File: src/dhl_pkg.sv
package dhl_pkg;
  localparam int DHL_WORD_W = 16;
  localparam int DHL_BYTE_W = 8;
  localparam int DHL_ADDR_W = 5;
  localparam int DHL_DATA_W = 32;
  // Register indices; byte address is four times the index
  localparam logic [2:0] DHL_IDX_LOW = 3'h0;
  localparam logic [2:0] DHL_IDX_HIGH = 3'h1;
  localparam logic [2:0] DHL_IDX_UPD_A = 3'h2;
  localparam logic [2:0] DHL_IDX_UPD_B = 3'h3;
  localparam logic [2:0] DHL_IDX_CLR_UNI = 3'h4;
  localparam logic [2:0] DHL_IDX_CLR_BIP = 3'h5;
  localparam logic [2:0] DHL_IDX_INPUT = 3'h6;
  localparam logic [2:0] DHL_IDX_STATUS = 3'h7;
  localparam int DHL_IDX_LSB = 2;
  localparam int DHL_STAT_SERIAL_BIT = 16;
  localparam int DHL_STAT_CLEARED_BIT = 17;
  localparam logic [15:0] DHL_ZERO_UNIPOLAR = 16'h0000;
  localparam logic [15:0] DHL_ZERO_BIPOLAR = 16'h8000;
  localparam logic [15:0] DHL_RESET_WORD = 16'h0000;
  // Positions of the synchronised pins
  localparam int DHL_PIN_STROBE = 0;
  localparam int DHL_PIN_SDATA = 1;
  localparam int DHL_PIN_MSB_FIRST = 2;
  localparam int DHL_PIN_SER_N = 3;
  localparam int DHL_PIN_LOAD = 4;
  localparam int DHL_PIN_CLR_N = 5;
  localparam int DHL_PIN_LBE_N = 6;
  localparam int DHL_PIN_COUNT = 7;
  // Resting pin levels; select and clear idle high, so reset shows no false clear
  localparam logic [DHL_PIN_COUNT-1:0] DHL_PIN_IDLE = 7'h28;
  typedef enum logic [1:0] {
    DHL_BUS_IDLE = 2'b01,
    DHL_BUS_ACK = 2'b10
  } dhl_bus_e;
endpackage
File: src/dhl_pin_if.sv
`timescale 1ns/1ps
interface dhl_pin_if #(parameter int N = 7);
  logic [N-1:0] level;
  logic strobe_rise;
  modport src (output level, output strobe_rise);
  modport dst (input level, input strobe_rise);
endinterface

File: src/dhl_dac_load.sv
// The placing of the registers and the Avalon-MM register port were decided locally.
`timescale 1ns/1ps
module dhl_dac_load import dhl_pkg::*; (
  input wire logic clk,
  input wire logic resetn,
  input wire logic [DHL_ADDR_W-1:0] avs_address,
  input wire logic avs_read,
  input wire logic avs_write,
  input wire logic [DHL_DATA_W-1:0] avs_writedata,
  output logic [DHL_DATA_W-1:0] avs_readdata,
  output logic avs_waitrequest,
  input wire logic link_strobe,
  input wire logic serial_data_in,
  input wire logic msb_first_sel,
  input wire logic serial_select_n,
  input wire logic dac_latch_load,
  input wire logic async_clear_n,
  input wire logic low_byte_enable_n,
  output logic serial_chain_out,
  output logic [DHL_WORD_W-1:0] dac_code,
  output logic dac_cleared
);
  dhl_pin_if #(.N(DHL_PIN_COUNT)) pins ();

  dhl_pin_sync #(.N(DHL_PIN_COUNT), .STROBE_BIT(DHL_PIN_STROBE), .IDLE(DHL_PIN_IDLE)) u_sync (
    .clk(clk),
    .resetn(resetn),
    .pins_async({low_byte_enable_n, async_clear_n, dac_latch_load, serial_select_n,
                 msb_first_sel, serial_data_in, link_strobe}),
    .sync(pins)
  );

  logic serial_mode;
  logic shift_now;
  logic clr_pin;
  logic load_pin;
  logic [2:0] idx;
  logic idx_ok;
  logic req;
  logic wr_acc;
  dhl_bus_e bus_reg;
  dhl_bus_e bus_next;
  logic [DHL_DATA_W-1:0] readdata_reg;
  logic [DHL_DATA_W-1:0] readdata_next;
  logic [DHL_WORD_W-1:0] input_reg;
  logic [DHL_WORD_W-1:0] input_next;
  logic chain_reg;
  logic chain_next;
  logic [DHL_WORD_W-1:0] dac_reg;
  logic [DHL_WORD_W-1:0] dac_next;
  logic cleared_reg;
  logic cleared_next;

  assign serial_mode = ~pins.level[DHL_PIN_SER_N];
  // Byte enables are ignored in serial mode, except low enable picks the clear zero
  assign shift_now = serial_mode & pins.strobe_rise;
  assign clr_pin = ~pins.level[DHL_PIN_CLR_N];
  assign load_pin = pins.level[DHL_PIN_LOAD];
  assign idx = avs_address[DHL_IDX_LSB +: 3];
  assign idx_ok = (avs_address[DHL_IDX_LSB-1:0] == 2'h0);
  assign req = avs_read | avs_write;
  assign wr_acc = avs_write & (bus_reg == DHL_BUS_ACK) & idx_ok;

  // One wait cycle: request seen, then answered on the next edge
  always_comb begin
    bus_next = DHL_BUS_IDLE;
    readdata_next = readdata_reg;
    case (bus_reg)
      DHL_BUS_IDLE: begin
        if (req) begin
          bus_next = DHL_BUS_ACK;
          readdata_next = '0;
          if (avs_read && idx_ok) begin
            case (idx)
              DHL_IDX_INPUT: readdata_next[DHL_WORD_W-1:0] = input_reg;
              DHL_IDX_STATUS: begin
                readdata_next[DHL_WORD_W-1:0] = dac_reg;
                readdata_next[DHL_STAT_SERIAL_BIT] = serial_mode;
                readdata_next[DHL_STAT_CLEARED_BIT] = cleared_reg;
              end
              default: readdata_next = '0;
            endcase
          end
        end
      end
      DHL_BUS_ACK: bus_next = DHL_BUS_IDLE;
      default: bus_next = DHL_BUS_IDLE;
    endcase
  end

  assign avs_waitrequest = req & (bus_reg != DHL_BUS_ACK);
  assign avs_readdata = readdata_reg;

  always_comb begin
    input_next = input_reg;
    chain_next = chain_reg;
    if (shift_now) begin
      if (pins.level[DHL_PIN_MSB_FIRST]) begin
        input_next = {input_reg[DHL_WORD_W-2:0], pins.level[DHL_PIN_SDATA]};
        chain_next = input_reg[DHL_WORD_W-1];
      end else begin
        input_next = {pins.level[DHL_PIN_SDATA], input_reg[DHL_WORD_W-1:1]};
        chain_next = input_reg[0];
      end
    end else if (wr_acc && !serial_mode) begin
      // Each byte stands alone; no write here touches the DAC latch
      if (idx == DHL_IDX_LOW) begin
        input_next[DHL_BYTE_W-1:0] = avs_writedata[DHL_BYTE_W-1:0];
      end else if (idx == DHL_IDX_HIGH) begin
        input_next[DHL_WORD_W-1:DHL_BYTE_W] = avs_writedata[DHL_BYTE_W-1:0];
      end
    end
  end

  // Clear outranks load; it never reaches the input register
  always_comb begin
    dac_next = dac_reg;
    cleared_next = cleared_reg;
    if (clr_pin) begin
      dac_next = pins.level[DHL_PIN_LBE_N] ? DHL_ZERO_BIPOLAR : DHL_ZERO_UNIPOLAR;
      cleared_next = 1'b1;
    end else if (wr_acc && (idx == DHL_IDX_CLR_UNI)) begin
      dac_next = DHL_ZERO_UNIPOLAR;
      cleared_next = 1'b1;
    end else if (wr_acc && (idx == DHL_IDX_CLR_BIP)) begin
      dac_next = DHL_ZERO_BIPOLAR;
      cleared_next = 1'b1;
    end else if (load_pin || (wr_acc && (idx == DHL_IDX_UPD_A || idx == DHL_IDX_UPD_B))) begin
      dac_next = input_reg;
      cleared_next = 1'b0;
    end
  end

  always_ff @(posedge clk or negedge resetn) begin
    if (!resetn) begin
      bus_reg <= DHL_BUS_IDLE;
      readdata_reg <= '0;
      input_reg <= DHL_RESET_WORD;
      chain_reg <= 1'b0;
      dac_reg <= DHL_RESET_WORD;
      cleared_reg <= 1'b0;
    end else begin
      bus_reg <= bus_next;
      readdata_reg <= readdata_next;
      input_reg <= input_next;
      chain_reg <= chain_next;
      dac_reg <= dac_next;
      cleared_reg <= cleared_next;
    end
  end

  assign serial_chain_out = chain_reg;
  assign dac_code = dac_reg;
  assign dac_cleared = cleared_reg;
endmodule

File: src/dhl_pin_sync.sv
`timescale 1ns/1ps
module dhl_pin_sync import dhl_pkg::*; #(
  parameter int N = DHL_PIN_COUNT,
  parameter int STROBE_BIT = DHL_PIN_STROBE,
  parameter logic [N-1:0] IDLE = '0
) (
  input wire logic clk,
  input wire logic resetn,
  input wire logic [N-1:0] pins_async,
  dhl_pin_if.src sync
);
  if (STROBE_BIT >= N) begin : g_bad_strobe
    $error("dhl_pin_sync: strobe bit out of range");
  end

  logic [N-1:0] stage1_reg;
  logic [N-1:0] stage2_reg;
  logic strobe_last_reg;
  logic strobe_last_next;

  genvar g;
  generate
    for (g = 0; g < N; g++) begin : g_sync
      always_ff @(posedge clk or negedge resetn) begin
        if (!resetn) begin
          stage1_reg[g] <= IDLE[g];
          stage2_reg[g] <= IDLE[g];
        end else begin
          stage1_reg[g] <= pins_async[g];
          stage2_reg[g] <= stage1_reg[g];
        end
      end
    end
  endgenerate

  always_comb begin
    strobe_last_next = stage2_reg[STROBE_BIT];
  end

  always_ff @(posedge clk or negedge resetn) begin
    if (!resetn) begin
      strobe_last_reg <= IDLE[STROBE_BIT];
    end else begin
      strobe_last_reg <= strobe_last_next;
    end
  end

  // Edge found only on the settled copy, never on the first stage
  assign sync.level = stage2_reg;
  assign sync.strobe_rise = stage2_reg[STROBE_BIT] & ~strobe_last_reg;
endmodule

File: config.mk
export PLATFORM = sky130hd
export DESIGN_NAME = dhl_dac_load
export DESIGN_NICKNAME = d
export VERILOG_FILES = /design/src/dhl_pkg.sv /design/src/dhl_pin_if.sv /design/src/dhl_dac_load.sv /design/src/dhl_pin_sync.sv
export SDC_FILE = /design/constraint.sdc
export NUM_CORES = 1
export LEC_CHECK = 0
export BUFFER_PORTS_ARGS = -buffer_cell sky130_fd_sc_hd__clkbuf_2
export CORE_MARGIN = 2
export CORE_UTILIZATION = 45
export CTS_CLUSTER_DIAMETER = 30
export DETAILED_ROUTE_END_ITERATION = 10
export HOLD_SLACK_MARGIN = 0.03
export PLACE_DENSITY = 0.85
export SYNTH_ARGS = -nofsm -noshare
export SYNTH_HDL_FRONTEND = slang
export SYNTH_HIERARCHICAL = 1
export SYNTH_SLANG_ARGS = --single-unit
File: constraint.sdc
create_clock -name clk -period 1.64 [get_ports clk]
set_input_delay 0 -clock clk [delete_from_list [all_inputs] [get_ports clk]]
set_output_delay 0 -clock clk [all_outputs]
set_load 0.01 [all_outputs]
==> flow_summary.json <==
{
  "utilization_pct": 59.7,
  "core_area_sq_mm": 0.00646,
  "finalWorstSetupSlack_ns": -0.188,
  "synthCells": 262,
  "cts_buffers": 9,
  "setup_viol": 33,
  "power.density_mw_per_mm2": 1020,
  "arrival_ns": 2.11,
  "slew_headroom_pct": 30.5,
  "worst_ir_drop_vdd_uv": 496,
  "pwr-share-clk_pct": 31.4,
  "tightest_slew_ns": 1.04,
  "dp_cells": 399,
  "mostFrequentLayoutCells": "64 x dfrtp_1, 59 x clkbuf_2, 34 x nor2_1",
  "start_util_pct": 47.2,
  "final_common_cell": "dfrtp_1",
  "io_buffers": 60,
  "area_growth_pct": 26.5,
  "grt_setup_unrepaired": "true",
  "drc": 0,
  "p_leak_nw": 1.90,
  "syn-cell-area_sq_mm": 0.00305,
  "cts_sinks": 69,
  "p_seq_share_pct": 51.8,
  "yosys_warnings": 6,
  "hold_class": "input pin to flop",
  "place_hpwl_mm": 4.89,
  "routabilityCongestion": 0.846,
  "tns_ns": -5.13,
  "die_w_um": 86.3,
  "wirelength_mm": 7.06,
  "die_y_um": 86.3,
  "cap_viol_max_count": 0,
  "p_comb_share_pct": 16.8,
  "clkTransAtPathRegs_ns": 0.08,
  "power_mw": 3.94,
  "final_cell_area_sq_mm": 0.00385,
  "power_switching_mw": 1.22,
  "slew_violations": 0,
  "critPathMaxFanout": 3,
  "antenna_found_initial": 0,
  "finalHoldViolCount": 0,
  "grt_pass1_wl_mm": 11.4,
  "crit_buf_inv": 0,
  "critPathRequiredTime_ns": 1.92,
  "violations": "setup timing",
  "dpl-instance-area_sq_mm": 0.00344,
  "max_freq_ghz": 0.547,
  "avgViaCountPerCell": 5.37,
  "drive_gt1_share_pct": 29.7,
  "syn_avg_cell_area_sq_um": 11.6,
  "path_cells": "or4b_4, or4b_4, a2bb2oi_2, o21ai_2",
  "nets": 403,
  "skew_ns": 0.0117,
  "htree_num_levels": 3,
  "crit_slowest_cell": "or4b_4",
  "internal-power_mw": 2.72,
  "num_vias": 2347,
  "root_buffer": "clkbuf_8",
  "status": "complete, but fails checks",
  "routed.top_layer": "met4",
  "crit_top_cell": "or4b_4",
  "drtPass1Iterations": 4,
  "grt_pass1_vias": 2281,
  "dpl_worst_slack_ns": -0.198,
  "clock_path_buffers": 2,
  "critPathTopFamily": "simple AND/OR/NAND/NOR gates",
  "overflow": 0,
  "grt_max_degree": 50,
  "die_area_sq_mm": 0.00744,
  "fin_hold_ws_ns": 0.0759,
  "grt_usage_pct": 20.2,
  "finalNonFillerCells": 437,
  "largest_register_ffs": 18,
  "startpoint_type": "flop",
  "ioPinCount": 99,
  "cp_slowest_stage_delay_ns": 0.61,
  "drt-met1-wl_mm": 3.16,
  "rows": 29,
  "wl_met2_mm": 3.28,
  "swShare_pct": 30.9,
  "tritoncts": "built",
  "period_share_pct": 111,
  "dr_wl_met3_um": 468,
  "wire_per_inst_um": 16.1,
  "clock_latency_ns": 0.35,
  "cp-end-kind": "flop",
  "worstSetupPathType": "flop to flop",
  "diodes": 0,
  "finalCriticalPeriod_ns": 1.83,
  "antenna_left": 0,
  "drt_iter0_markers": 166
}
==> routing by layer <==
metal | up-vias | GRT usage, %
met5 | - | 0
met4 | 0 | 7.95
met3 | 16 | 6.29
met2 | 96 | 30.3
met1 | 1137 | 27.5
li1 | 1098 | -
==> area by class of cell <==
cell class / count / area (sq um)
multi-input combinational: 174 / 1190
inverter: 7 / 26.3
clock inverter: 7 / 51.3
sequential: 69 / 1730
timing repair buffer: 94 / 631
fill: 547 / 2610
tap: 77 / 96.3
clock buffer: 9 / 124
==> timing repair <==
| item | in CTS | in global routing |
|---|---|---|
| buffers inserted | 1 | 0 |
| hold buffers | 20 | 0 |
| hold endpoints to repair | 90 | 0 |
| setup endpoints to repair | 33 | 33 |
| resized for setup | 3 | 2 |
| cloned | 1 | 0 |
| pin swaps | 11 | 2 |
==> power by group through the flow <==
stage / logic (mW) / registers, mW / clock network (mW)
4_1_cts: 0.660 / 2.03 / 1.26
3_5_place_dp: 0.611 / 2.06 / 0
2_1_floorplan: 0.393 / 2.02 / 0
6_report: 0.660 / 2.04 / 1.24
3_3_place_gp: 0.590 / 2.05 / 0
5_1_grt: 0.730 / 2.06 / 1.33
==> final timing paths <==
kind | end | startpoint | slack (ns) | depth (start not counted)
worst max register to register | dac_code[15] | bus_reg[0] | -0.19 | 4
worst max-delay path | dac_code[15] | bus_reg[0] | -0.19 | 4
worst min register to register | u_sync/sync.level[4] | u_sync/stage1_reg[4] | 0.35 | 0
max in group asynchronous | input_reg[1] | resetn | 0.80 | 4
worst min-delay path | bus_reg[0] | avs_write | 0.08 | 3
min in group asynchronous | u_sync/stage1_reg[1] | resetn | 0.11 | 2
==> worst reg2reg max path, cell delays in order (launching register included) <==
cell	delay (ns)
dfstp_2	0.38
or4b_4	0.52
or4b_4	0.61
a2bb2oi_2	0.20
o21ai_2	0.06
Power figures use the tool's default switching activity.
